[src/adc_port_pkg.sv]
// Shared constants and types for the converter output port.
// Assumes a single system clock domain; the encode, format and enable pins are synchronised inside the block.
package adc_port_pkg;
  localparam int WORD_W = 12;
  localparam int LEVEL_W = 14;
  localparam int PIPE_DEPTH_DEF = 5;
  localparam int SYNC_STAGES = 2;
  // Full scale in signed levels; beyond these the flag is raised
  localparam logic signed [LEVEL_W-1:0] FS_MAX = 14'sh07FF;
  localparam logic signed [LEVEL_W-1:0] FS_MIN = -14'sh0800;
  localparam logic [WORD_W-1:0] OFFSET_MID = 12'h0800;
  localparam logic [WORD_W-1:0] WORD_RST = 12'h0000;

  // One converted sample in offset binary plus its range flag
  typedef struct packed {
    logic rangeExceed;
    logic [WORD_W-1:0] code;
  } sample_t;

  localparam sample_t SAMPLE_RST = '{rangeExceed: 1'b0, code: WORD_RST};
endpackage : adc_port_pkg

[src/adc_encode_and_output_port.sv]
// Digital timing side of a pipelined 12-bit sampling converter: encode sampling,
// pipeline, output coding, range flag, delayed output clock and output disable.
// Assumes the encode clock, format select and output enable arrive from pins
// asynchronous to sys_clk, and that sys_clk is many times faster than encode.
// The quantised front-end level arrives on the sys_clk domain.
//
// Function
// Source keeps encode at or below top rate
// At top rate duty within five percent
// Each encode phase at least minimum half-period
// Below top rate duty free, phases long
// Source keeps encode above lowest rate
// Format select high offset binary, low twos-complement
// Flag high when input outside full scale
// Output clock is delayed encode copy
// Data changes after output clock falls; capture rising
// Sine encode: capture uses output clock
// Enable low floats data, flag, output clock
// Enable not toggled during full-speed conversion
// Acquire on encode fall, hold on rise
// Twelve-bit word, pipeline latency a parameter
`timescale 1ns/100ps
module adc_encode_and_output_port #(
  parameter int PIPE_DEPTH = adc_port_pkg::PIPE_DEPTH_DEF
) (
  input wire logic sys_clk,
  input wire logic resetn,
  input wire logic encode_clock_in,
  input wire logic code_format_select,
  input wire logic outputEnable_n,
  input wire logic signed [adc_port_pkg::LEVEL_W-1:0] analogLevel,
  output logic [adc_port_pkg::WORD_W-1:0] dataWord_r,
  output logic range_exceed_flag_r,
  output logic output_sync_clock_r,
  output logic driveEnable_r
);
  import adc_port_pkg::*;

  generate
    if (PIPE_DEPTH < 1) begin : g_bad_depth
      $error("PIPE_DEPTH must be at least 1");
    end
    // The synchroniser shifts below are written for exactly two stages
    if (SYNC_STAGES != 2) begin : g_bad_sync
      $error("SYNC_STAGES must be 2");
    end
    // The level needs headroom beyond the word to show out-of-range inputs
    if (LEVEL_W <= WORD_W) begin : g_bad_level
      $error("LEVEL_W must exceed WORD_W");
    end
  endgenerate

  ////////////////////////////////////////////////////////////////////////////
  // Pin synchronisers; stage 0 feeds only stage 1
  // Three edges from pin to output clock; encode phases shorter than one sys_clk period can be lost
  logic [SYNC_STAGES-1:0] encSync_r;
  logic [SYNC_STAGES-1:0] fmtSync_r;
  logic [SYNC_STAGES-1:0] oeSync_r;
  logic encPrev_r;

  always_ff @(posedge sys_clk or negedge resetn) begin
    if (!resetn) begin
      encSync_r <= '0;
      fmtSync_r <= '0;
      oeSync_r <= '0;
      encPrev_r <= 1'b0;
    end else begin
      encSync_r <= {encSync_r[0], encode_clock_in};
      fmtSync_r <= {fmtSync_r[0], code_format_select};
      oeSync_r <= {oeSync_r[0], outputEnable_n};
      encPrev_r <= encSync_r[1];
    end
  end

  wire encNow = encSync_r[1];
  wire fmtNow = fmtSync_r[1];
  wire oeNow = oeSync_r[1];
  wire encRise = encNow & ~encPrev_r;
  wire encFall = ~encNow & encPrev_r;

  ////////////////////////////////////////////////////////////////////////////
  // Quantiser: clamp to full scale and convert to offset binary
  function automatic logic beyond_scale(input logic signed [LEVEL_W-1:0] lvl);
    return (lvl > FS_MAX) || (lvl < FS_MIN);
  endfunction : beyond_scale

  function automatic sample_t quantise(input logic signed [LEVEL_W-1:0] lvl);
    sample_t s;
    s.rangeExceed = beyond_scale(lvl);
    if (lvl > FS_MAX) begin
      s.code = {WORD_W{1'b1}};
    end else if (lvl < FS_MIN) begin
      s.code = {WORD_W{1'b0}};
    end else begin
      s.code = lvl[WORD_W-1:0] ^ OFFSET_MID;
    end
    return s;
  endfunction : quantise

  wire sample_t heldSample = quantise(analogLevel);

  ////////////////////////////////////////////////////////////////////////////
  // Pipeline: one stage per encode cycle, loaded at the hold edge
  // Reset contents leave zero words on the port until the pipe fills, or 12'h800 words with format select low
  sample_t pipe_r [PIPE_DEPTH];

  always_ff @(posedge sys_clk or negedge resetn) begin
    if (!resetn) begin
      pipe_r[0] <= SAMPLE_RST;
    end else if (encRise) begin
      pipe_r[0] <= heldSample;
    end
  end

  genvar gi;
  generate
    for (gi = 1; gi < PIPE_DEPTH; gi++) begin : g_pipe
      always_ff @(posedge sys_clk or negedge resetn) begin
        if (!resetn) begin
          pipe_r[gi] <= SAMPLE_RST;
        end else if (encRise) begin
          pipe_r[gi] <= pipe_r[gi-1];
        end
      end
    end
  endgenerate

  wire sample_t headSample = pipe_r[PIPE_DEPTH-1];
  // Two's complement differs from offset binary only in the top bit
  wire [WORD_W-1:0] codedWord = {headSample.code[WORD_W-1] ^ ~fmtNow, headSample.code[WORD_W-2:0]};

  ////////////////////////////////////////////////////////////////////////////
  // Output stage. Data is launched on the same sys_clk edge where the
  // delayed clock falls, leaving a full low phase before the capture edge.
  // Format is applied at launch, so a change reaches only later words
  always_ff @(posedge sys_clk or negedge resetn) begin
    if (!resetn) begin
      output_sync_clock_r <= 1'b0;
      dataWord_r <= WORD_RST;
      range_exceed_flag_r <= 1'b0;
      driveEnable_r <= 1'b0;
    end else begin
      output_sync_clock_r <= encNow;
      driveEnable_r <= oeNow;
      if (encFall) begin
        dataWord_r <= codedWord;
        range_exceed_flag_r <= headSample.rangeExceed;
      end
    end
  end

  ////////////////////////////////////////////////////////////////////////////
  // Checks
  a_format_msb: assert property (@(posedge sys_clk) disable iff (!resetn)
    encFall |=> dataWord_r[WORD_W-1] == ($past(headSample.code[WORD_W-1]) ^ ~$past(fmtNow)))
    else $error("output word coding does not follow format select");

  a_flag_range: assert property (@(posedge sys_clk) disable iff (!resetn)
    encRise |=> pipe_r[0].rangeExceed == ($past(analogLevel) > FS_MAX || $past(analogLevel) < FS_MIN))
    else $error("range flag does not match input level");

  a_clock_copy: assert property (@(posedge sys_clk) disable iff (!resetn)
    ##1 output_sync_clock_r == $past(encSync_r[1]))
    else $error("output clock is not the delayed encode");

  a_data_change_edge: assert property (@(posedge sys_clk) disable iff (!resetn)
    !$stable(dataWord_r) |-> $fell(output_sync_clock_r))
    else $error("data changed away from output clock fall");

  a_flag_stable: assert property (@(posedge sys_clk) disable iff (!resetn)
    output_sync_clock_r && !encFall |=> $stable(range_exceed_flag_r))
    else $error("range flag changed while output clock high");

  a_hiz_all: assert property (@(posedge sys_clk) disable iff (!resetn)
    !outputEnable_n [*3] |=> !driveEnable_r)
    else $error("outputs still driven while enable held low");

  a_hold_edge: assert property (@(posedge sys_clk) disable iff (!resetn)
    !encRise |=> $stable(pipe_r[0]))
    else $error("sample captured away from encode rising edge");

  a_pipe_shift: assert property (@(posedge sys_clk) disable iff (!resetn)
    encRise |=> pipe_r[PIPE_DEPTH-1] == $past(pipe_r[PIPE_DEPTH > 1 ? PIPE_DEPTH-2 : 0]) || PIPE_DEPTH == 1)
    else $error("pipeline did not advance one stage per encode");

  a_head_hold: assert property (@(posedge sys_clk) disable iff (!resetn)
    !encRise |=> $stable(pipe_r[PIPE_DEPTH-1]))
    else $error("pipeline head moved away from encode rising edge");

  a_word_low_bits: assert property (@(posedge sys_clk) disable iff (!resetn)
    encFall |=> dataWord_r[WORD_W-2:0] == $past(headSample.code[WORD_W-2:0]))
    else $error("format changed more than the top bit");

  a_flag_out: assert property (@(posedge sys_clk) disable iff (!resetn)
    encFall |=> range_exceed_flag_r == $past(headSample.rangeExceed))
    else $error("range flag does not follow its sample");

  a_quiet_between: assert property (@(posedge sys_clk) disable iff (!resetn)
    !encFall |=> $stable(dataWord_r) && $stable(range_exceed_flag_r))
    else $error("output word or flag changed between launches");

  a_enable_return: assert property (@(posedge sys_clk) disable iff (!resetn)
    outputEnable_n [*3] |=> driveEnable_r)
    else $error("outputs not driven again after enable returned");

  ////////////////////////////////////////////////////////////////////////////
  // Checks against the raw pins, three edges back; skipped just after reset
  a_format_pin: assert property (@(posedge sys_clk) disable iff (!resetn)
    encFall |=> dataWord_r[WORD_W-1] == ($past(headSample.code[WORD_W-1]) ^ ~$past(code_format_select, 3)))
    else $error("output word coding does not follow the format pin");

  a_clock_pin: assert property (@(posedge sys_clk) disable iff (!resetn)
    $past(resetn, 3) |-> output_sync_clock_r == $past(encode_clock_in, 3))
    else $error("output clock does not follow the encode pin");

  a_rise_from_pin: assert property (@(posedge sys_clk) disable iff (!resetn)
    encRise && $past(resetn, 3) |-> $past(encode_clock_in, 2) && !$past(encode_clock_in, 3))
    else $error("hold edge seen without an encode rise on the pin");

  a_fall_from_pin: assert property (@(posedge sys_clk) disable iff (!resetn)
    encFall && $past(resetn, 3) |-> !$past(encode_clock_in, 2) && $past(encode_clock_in, 3))
    else $error("launch seen without an encode fall on the pin");
endmodule : adc_encode_and_output_port

[config.mk]
export PLATFORM = sky130hd
export DESIGN_NAME = adc_encode_and_output_port
export DESIGN_NICKNAME = d
export VERILOG_FILES = /design/src/adc_port_pkg.sv /design/src/adc_encode_and_output_port.sv
export SDC_FILE = /design/constraint.sdc
export NUM_CORES = 1
export LEC_CHECK = 0
export ABC_AREA = 1
export BUFFER_PORTS_ARGS = -buffer_cell sky130_fd_sc_hd__buf_2
export CORE_MARGIN = 5
export CORE_UTILIZATION = 41
export DETAILED_ROUTE_END_ITERATION = 10
export GPL_ROUTABILITY_DRIVEN = 0
export GPL_TIMING_DRIVEN = 0
export MAX_ROUTING_LAYER = met4
export PLACE_DENSITY = 0.58
export REMOVE_ABC_BUFFERS = 1
export SLEW_MARGIN = 20
export SYNTH_ARGS = -nofsm -noshare
export SYNTH_HDL_FRONTEND = slang
export SYNTH_SLANG_ARGS = --single-unit
[constraint.sdc]
create_clock -name sys_clk -period 1.3 [get_ports sys_clk]
set_clock_uncertainty 0.1 [all_clocks]
set_input_delay 0.26 -clock sys_clk [delete_from_list [all_inputs] [get_ports sys_clk]]
set_output_delay 0.26 -clock sys_clk [all_outputs]
set_load 0.05 [all_outputs]
**Yosys cells after proc, flatten, opt, wreduce, memory -nomap -nowiden**

Index checks and enable logic that the tools add are counted.

- Order comparisons: 2
- Muxes and demuxes: 2
- Bitwise logic cells: 7
- Reduce and logical (&&, ||, !) cells: 1

Operator list:

| cell | count |
|---|---|
| two-way mux 12 bit | 2 |
| greater-than comparator 14 x 12 -> 1 bit (second input constant) | 1 |
| < comparator 14 x 12 -> 1 bit (second input constant) | 1 |
| inverter 1 bit | 4 |
| bitwise AND 1 bit | 2 |
| logical OR 1 bit | 1 |
| bitwise XOR 1 bit | 1 |

- Register bits after elaboration: 86
- Bits of input ports: 19
- Word-level logic and storage cells: 29

**Longest topological paths before layout**

Gate-level depths: netlist (run 1).

- Depth in word-level cells: 3
- Gate-level depth with buffers: 7
- Gate-level depth less buffers: 5

**Worst setup path before layout (run 1)**

Ideal clock, no wire load.

- Path kind: register to register
- Start: register, netlist name output_sync_clock_r
- End: register dataWord_r[11] in the netlist's numbering
- Setup time: 118 ps
- Arrival time: 1397 ps
- Data required time: 1082 ps
- Slack: -315 ps
- Cell stages (with the launch flop): 7
- Path buffers: 1
- Cells stage by stage: dfrtp_1 -> inv_1 -> nor2_2 -> inv_2 -> buf_6 -> nand2_1 -> nand2_1

RTL lines:

| element | RTL line | RTL |
|---|---|---|
| end signal: assignment | adc_encode_and_output_port.sv:146 | `dataWord_r <= codedWord;` |
| end: declaration | adc_encode_and_output_port.sv:32 | `output logic [adc_port_pkg::WORD_W-1:0] dataWord_r,` |

==> results of run 1 <==
-- stage by stage --
stage / setup TNS (ns) / cells / instance area [sq um] / hold WS, ns
after floorplan: -32.44 / 326 / 3150 / -0.136
after global placement: -93.89 / 461 / 3440 / 0.233
after detailed placement: -30.27 / 462 / 3470 / 0.102
after CTS: -0.101 / 497 / 4030 / 0.0830
after global routing: -3.03 / 508 / 4310 / 0.103
final: -0.0360 / 508 / 4310 / 0.0879
-- per-layer routing --
| metal | wire, microns | part of all wire, % |
|---|---|---|
| met3 | 220 | 3.3 |
| met1 | 2990 | 45 |
| met5 | 0 | 0 |
| met4 | 119 | 1.8 |
| met2 | 3330 | 50 |
-- cell type report --
| cell class | count | area share, % |
|---|---|---|
| Multi-Input combinational cell | 209 | 26.6 |
| Clock inverter | 2 | 0.232 |
| Timing Repair inverter | 3 | 1.04 |
| Clock buffer | 12 | 3.36 |
| Inverter | 40 | 4.06 |
| Tap cell | 102 | 2.96 |
| Timing Repair Buffer | 54 | 11.7 |
| Sequential cell | 86 | 50.0 |
-- final timing paths --
| check | end | slack [ns] | cells past startpoint |
|---|---|---|---|
| setup reg to reg | codedWord[8] | -0.02 | 6 |
| hold / removal | pipe_r[60] | 0.09 | 5 |
| max in group asynchronous | pipe_r[60] | 0.22 | 3 |
| setup / recovery | codedWord[8] | -0.02 | 6 |
| hold reg to reg | fmtSync_r[1] | 0.25 | 0 |
| min in group asynchronous | oeSync_r[0] | 0.28 | 2 |
-- worst max-delay path: cells and delay by family, from the launching register on --
family	cells	cell delay, ns
AND/OR/NAND/NOR	2	0.16
buffers and inverters	3	0.42
AO/OA/AOI/OAI	1	0.08
flip-flops	1	0.42
-- flip-flops by register name (all words and copies together) (netlist names) --
signal / cells
encSync_r: 2
oeSync_r: 2
codedWord: 11
headSample: 2
fmtSync_r: 2
pipe_r: 52
output_sync_clock_r: 1
driveEnable_r: 1
dataWord_r: 12
range_exceed_flag_r: 1
-- power groups by stage --
stage          Combinational [mW]  Sequential [mW]  Clock (mW)
2_1_floorplan               0.434             3.64           0
3_3_place_gp                0.992             3.34           0
3_5_place_dp                 1.03             3.36           0
4_1_cts                      1.23             3.33        1.60
5_1_grt                      1.61             3.43        1.72
6_report                     1.46             3.37        1.55
-- cell usage in the layout, fill, tap and decap left out, types with 2 or more instances in the layout --
cell type,n
a21oi_4,2
buf_12,4
buf_2,17
buf_4,11
buf_6,17
clkbuf_1,2
clkbuf_8,10
clkinv_2,2
dfrtp_1,85
dlygate4sd3_1,4
inv_1,37
inv_16,2
inv_6,2
nand2_1,116
nand2_2,25
nand2_4,2
nand2_8,8
o21ai_0,12
o21ai_1,28
o21ai_2,13
-- what timing repair did --
item                                    4_1_cts  5_1_grt
pin swaps                                     7       20
cloned                                       10        2
hold buffers                                  4        0
setup buffers                                 8        9
resized for setup                            58       75
endpoints found under the setup margin       93       91
hold endpoints to repair                     30        0
-- logic make-up after synthesis --
group                  synth area share (%)
AO/OA/AOI/OAI                          8.83
XOR/XNOR                              0.271
buffers and inverters                  7.21
flip-flops                             66.6
AND/OR/NAND/NOR                        17.0
==> flow_summary.json, run 1 <==
{
  "ant_nets": 0,
  "crit_type": "reg -> reg",
  "htree_num_levels": 3,
  "clock-sinks": 86,
  "dieWidth_microns": 98.8,
  "cts_tree": "done",
  "wl_per_cell_microns": 13.1,
  "tightest_slew_ns": 0.773,
  "synth_async_sr_flop_share_pct": 100,
  "busiest_layer": "met2",
  "remaining_drc_errors": 0,
  "internal_power_mw": 4.42,
  "fin_util_pct": 56.1,
  "rsz0062_at_grt": "true",
  "synth-warning-count": 0,
  "vias": 2320,
  "yosys.area.top_type": "dfrtp_1",
  "p_comb_share_pct": 22.8,
  "die_area_sq_um": 9750,
  "startpoint_type": "flop",
  "slew-limit-headroom_pct": 48.4,
  "endpoint_kind": "flop",
  "cp.required_ns": 1.42,
  "path_cells": "clkinvlp_4 > buf_12 > buf_12 > nand2_8 > nand2_1 > o21ai_0",
  "drt_first_pass_iters": 4,
  "critPathMaxStageDelay_ns": 0.42,
  "finalCritPeriodShare_pct": 102,
  "coreArea_sq_um": 7690,
  "yosys-top-cells-area": "dfrtp_1 67%, nand2_1 17%, o21ai_0 7.4%",
  "dp_hpwl_mm": 3.05,
  "grt.overflow.total": 0,
  "clock_latency_ns": 0.34,
  "arrival_ns": 1.44,
  "crit_path_max_fanout": 8,
  "drive_above_1_share_pct": 29.6,
  "synth-edff-count": 0,
  "fmax_ghz": 0.756,
  "io_buffers": 33,
  "critPathLaunch": "output_sync_clock_r",
  "r2r-start": "output_sync_clock_r",
  "status": "finished with violations",
  "power_leakage_nw": 2.14,
  "clockBufferDepth": 2,
  "p_clk_share_pct": 24.4,
  "avgSynthCellArea_sq_um": 9.47,
  "seqCellArea_sq_um": 2160,
  "gr-usage-met1_pct": 18.6,
  "synth_cell_types": 16,
  "hp-start": "analogLevel[8]",
  "period_minus_slack_ns": 1.32,
  "finalSetupViolCount": 4,
  "yosysMostFrequentCell": "nand2_1",
  "synthToLayoutAreaGrowth_pct": 33.6,
  "cts_root_buf": "clkbuf_8",
  "grt_use_total_pct": 15.1,
  "violations": "setup timing",
  "row_count": 32,
  "seqPwrFrac_pct": 52.8,
  "synth_cells": 341,
  "io_pins": 34,
  "drv_slew": 0,
  "power.density_nw_per_um2": 1480,
  "setup_ws_ns": -0.0223,
  "synth_top_area_share_pct": 66.6,
  "drt_iter0_drc": 78,
  "fillers": 700,
  "pre_cts_ws_ns": -0.739,
  "antenna_found_initial": 0,
  "cts.reportedPaths.clkPinSlew_ns": 0.07,
  "wirelength_mm": 6.66,
  "final_nets": 422,
  "finalPower_mw": 6.38,
  "initial_core_util_pct": 42.0,
  "netlist_area_sq_um": 3230,
  "irDropWorstVdd_v": 0.000489,
  "grt_pass1_vias": 2382,
  "synth_seq_cells": 86,
  "worst_path_most_repeated_cell": "buf_12",
  "synthTopCellsByCount": "142 x nand2_1, 86 x dfrtp_1, 48 x o21ai_0, 38 x inv_1, 8 x clkbuf_1",
  "grt_max_degree": 60,
  "p_sw_mw": 1.96,
  "hold_viol": 0,
  "ys_seq_area_share_pct": 66.6,
  "ys.flop_type": "dfrtp_1",
  "die_y_microns": 98.8,
  "grt_use_met3_pct": 3.04,
  "numCtsBuffers": 9,
  "hp-class": "in -> reg",
  "drv_cap": 0,
  "viasPerCell": 4.57,
  "worst_path_max_delay_cell": "dfrtp_1",
  "antennaDiodeCount": 0,
  "met2_usage_pct": 24.0,
  "grt_pass1_wl_mm": 11.3,
  "switching_share_pct": 30.8,
  "multi_input_area_sq_um": 1150
}
(Power assumes the default switching activity.)
==> run 2, diff against run 1 <==
--- a/config.mk
+++ b/config.mk
@@ -14,5 +14,5 @@
 export GPL_TIMING_DRIVEN = 0
 export MAX_ROUTING_LAYER = met4
-export PLACE_DENSITY = 0.58
+export PLACE_DENSITY = 0.68
 export REMOVE_ABC_BUFFERS = 1
 export SLEW_MARGIN = 20
==> constraint.sdc (replaced) <==
create_clock -name sys_clk -period 1.3 [get_ports sys_clk]
set_clock_uncertainty 0.1 [all_clocks]
set_input_delay 0.13 -clock sys_clk [delete_from_list [all_inputs] [get_ports sys_clk]]
set_output_delay 0.13 -clock sys_clk [all_outputs]
set_load 0.05 [all_outputs]
==> run 2 against run 1 <==
Effect of this change:
- total power fell by 6.5%
- largest power group unchanged
- die area did not move
- highest routed layer unchanged
- utilization fell by 4.5 points
- flip-flop and latch count did not move
- the flow now finishes without violations
- maximum frequency rose by 4.5%
==> flow_summary.json, run 2 (synthesis results as in run 1) <==
{
  "status": "completed",
  "rr_worst_depth": 6,
  "io_buffers": 33,
  "row_count": 32,
  "wirelength_mm": 5.45,
  "synthToLayoutAreaGrowth_pct": 22.8,
  "multi_input_area_sq_um": 917,
  "holdPathEnd": "pipe_r[54]",
  "reg2reg_slack_ns": 0.03,
  "r2r-start": "output_sync_clock_r",
  "drv_slew": 0,
  "htree_num_levels": 3,
  "cts_root_buf": "clkbuf_8",
  "power.density_nw_per_um2": 1510,
  "cts_tree": "done",
  "die_area_sq_um": 9750,
  "grt.overflow.total": 0,
  "fin_tns_setup_ns": 0,
  "top_register": "pipe_r",
  "finalCritPeriodShare_pct": 97.4,
  "crit_path_max_fanout": 18,
  "arrival_ns": 1.40,
  "remaining_drc_errors": 0,
  "finalSetupViolCount": 0,
  "ant_nets": 0,
  "hp-start": "analogLevel[13]",
  "hp-class": "in -> reg",
  "cp.required_ns": 1.43,
  "drv_cap": 0,
  "die_y_microns": 98.8,
  "wl_per_cell_microns": 10.8,
  "drt_first_pass_iters": 4,
  "slew-limit-headroom_pct": 47.7,
  "hold_viol": 0,
  "grt_max_degree": 59,
  "coreArea_sq_um": 7690,
  "power_leakage_nw": 2.02,
  "final_nets": 417,
  "clock_latency_ns": 0.35,
  "drt_iter0_drc": 98,
  "hold_path_depth": 4,
  "largest_reg_flops": 52,
  "final_cell_mix": "142 x nand2_1, 85 x dfrtp_1, 44 x o21ai_0, 37 x inv_1, 32 x buf_2",
  "fmax_ghz": 0.790,
  "numCtsBuffers": 9,
  "clock-sinks": 86,
  "crit_type": "reg -> reg",
  "finalPower_mw": 5.97,
  "drive_above_1_share_pct": 16.7,
  "antenna_found_initial": 0,
  "io_pins": 34,
  "fillers": 713,
  "layout_commonest_cell": "nand2_1",
  "cts.reportedPaths.clkPinSlew_ns": 0.08,
  "initial_core_util_pct": 42.0,
  "rsz0062_at_grt": "true",
  "clockBufferDepth": 2,
  "dieWidth_microns": 98.8,
  "grt_pass1_wl_mm": 9.90,
  "rr_endpoint": "dataWord_r[1]",
  "tightest_slew_ns": 0.783,
  "grt_use_total_pct": 13.0,
  "startpoint_type": "flop",
  "endpoint_kind": "flop",
  "dp_hpwl_mm": 3.06,
  "irDropWorstVdd_v": 0.000588,
  "vias": 2203,
  "grt_pass1_vias": 2260,
  "viasPerCell": 4.37,
  "seqCellArea_sq_um": 2150,
  "period_minus_slack_ns": 1.27,
  "antennaDiodeCount": 0
}
## run 2: cell types whose count changed in the layout (fill, tap and decap cells not counted), moves of 6 or more
cell and delta:
buf_6 -15, o21ai_0 +32, dlygate4sd3_1 +12, o21ai_1 -21
nand2_2 -25, nand2_8 -6, buf_2 +15, nand2_1 +26
o21ai_2 -11
## run 2: report_power, final
part | switching, mW | internal, mW
clock network | 0.858 | 0.677
logic | 0.766 | 0.358
registers | 0.187 | 3.12
total | 1.81 | 4.16
## run 2: what timing repair did
| action | 4_1_cts | 5_1_grt |
|---|---|---|
| endpoints found under the setup margin | 77 | 66 |
| gates resized for setup | 14 | 7 |
| pin swaps | 2 | 1 |
| setup buffers | 5 | 3 |
| hold buffers | 16 | 0 |
| endpoints found under the hold margin | 54 | 0 |
| gates cloned | 3 | 0 |
## run 2: layout make-up
type | count | area share (%)
multi-input combinational | 203 | 23.1
inverter | 40 | 4.42
timing repair buffer | 58 | 11.0
clock buffer | 11 | 3.31
tap | 102 | 3.22
sequential | 86 | 54.3
clock inverter | 4 | 0.631
## run 2: stage by stage
step	cell area [sq um]	utilization [%]	hold WS, ns	cells	setup slack [ns]
floorplan	3150	-	-0.266	326	-0.602
global placement	3440	44.7	0.138	461	-0.629
detailed placement	3470	45.1	0.0416	462	-0.698
CTS	3910	50.9	0.0706	501	0.0126
global route	3970	51.6	0.0858	504	-0.0355
finish	3970	51.6	0.0786	504	0.0342
## run 2: layer usage
| layer | vias up | global-route usage (%) | routed length, microns |
|---|---|---|---|
| li1 | 1158 | - | - |
| met1 | 997 | 15.0 | 2470 |
| met2 | 41 | 21.0 | 2600 |
| met3 | 7 | 3.61 | 295 |
| met4 | 0 | 5.99 | 92 |
| met5 | - | - | 0 |
## run 2: how the worst max path moves through the flow
stage                         from       endpoint  slack [ns]
2_1_floorplan  output_sync_clock_r   codedWord[0]       -0.60
3_3_place_gp   output_sync_clock_r     pipe_r[27]       -0.63
3_5_place_dp   output_sync_clock_r     pipe_r[19]       -0.70
4_1_cts        output_sync_clock_r     pipe_r[33]        0.01
5_1_grt        output_sync_clock_r  dataWord_r[1]       -0.04
6_report       output_sync_clock_r  dataWord_r[1]        0.03
## run 2: critical path, stage by stage (launching register included)
cell,delay (ns)
dfrtp_1,0.39
clkinvlp_4,0.11
buf_4,0.18
nor2_4,0.15
inv_6,0.09
nand2_1,0.06
o21ai_0,0.07
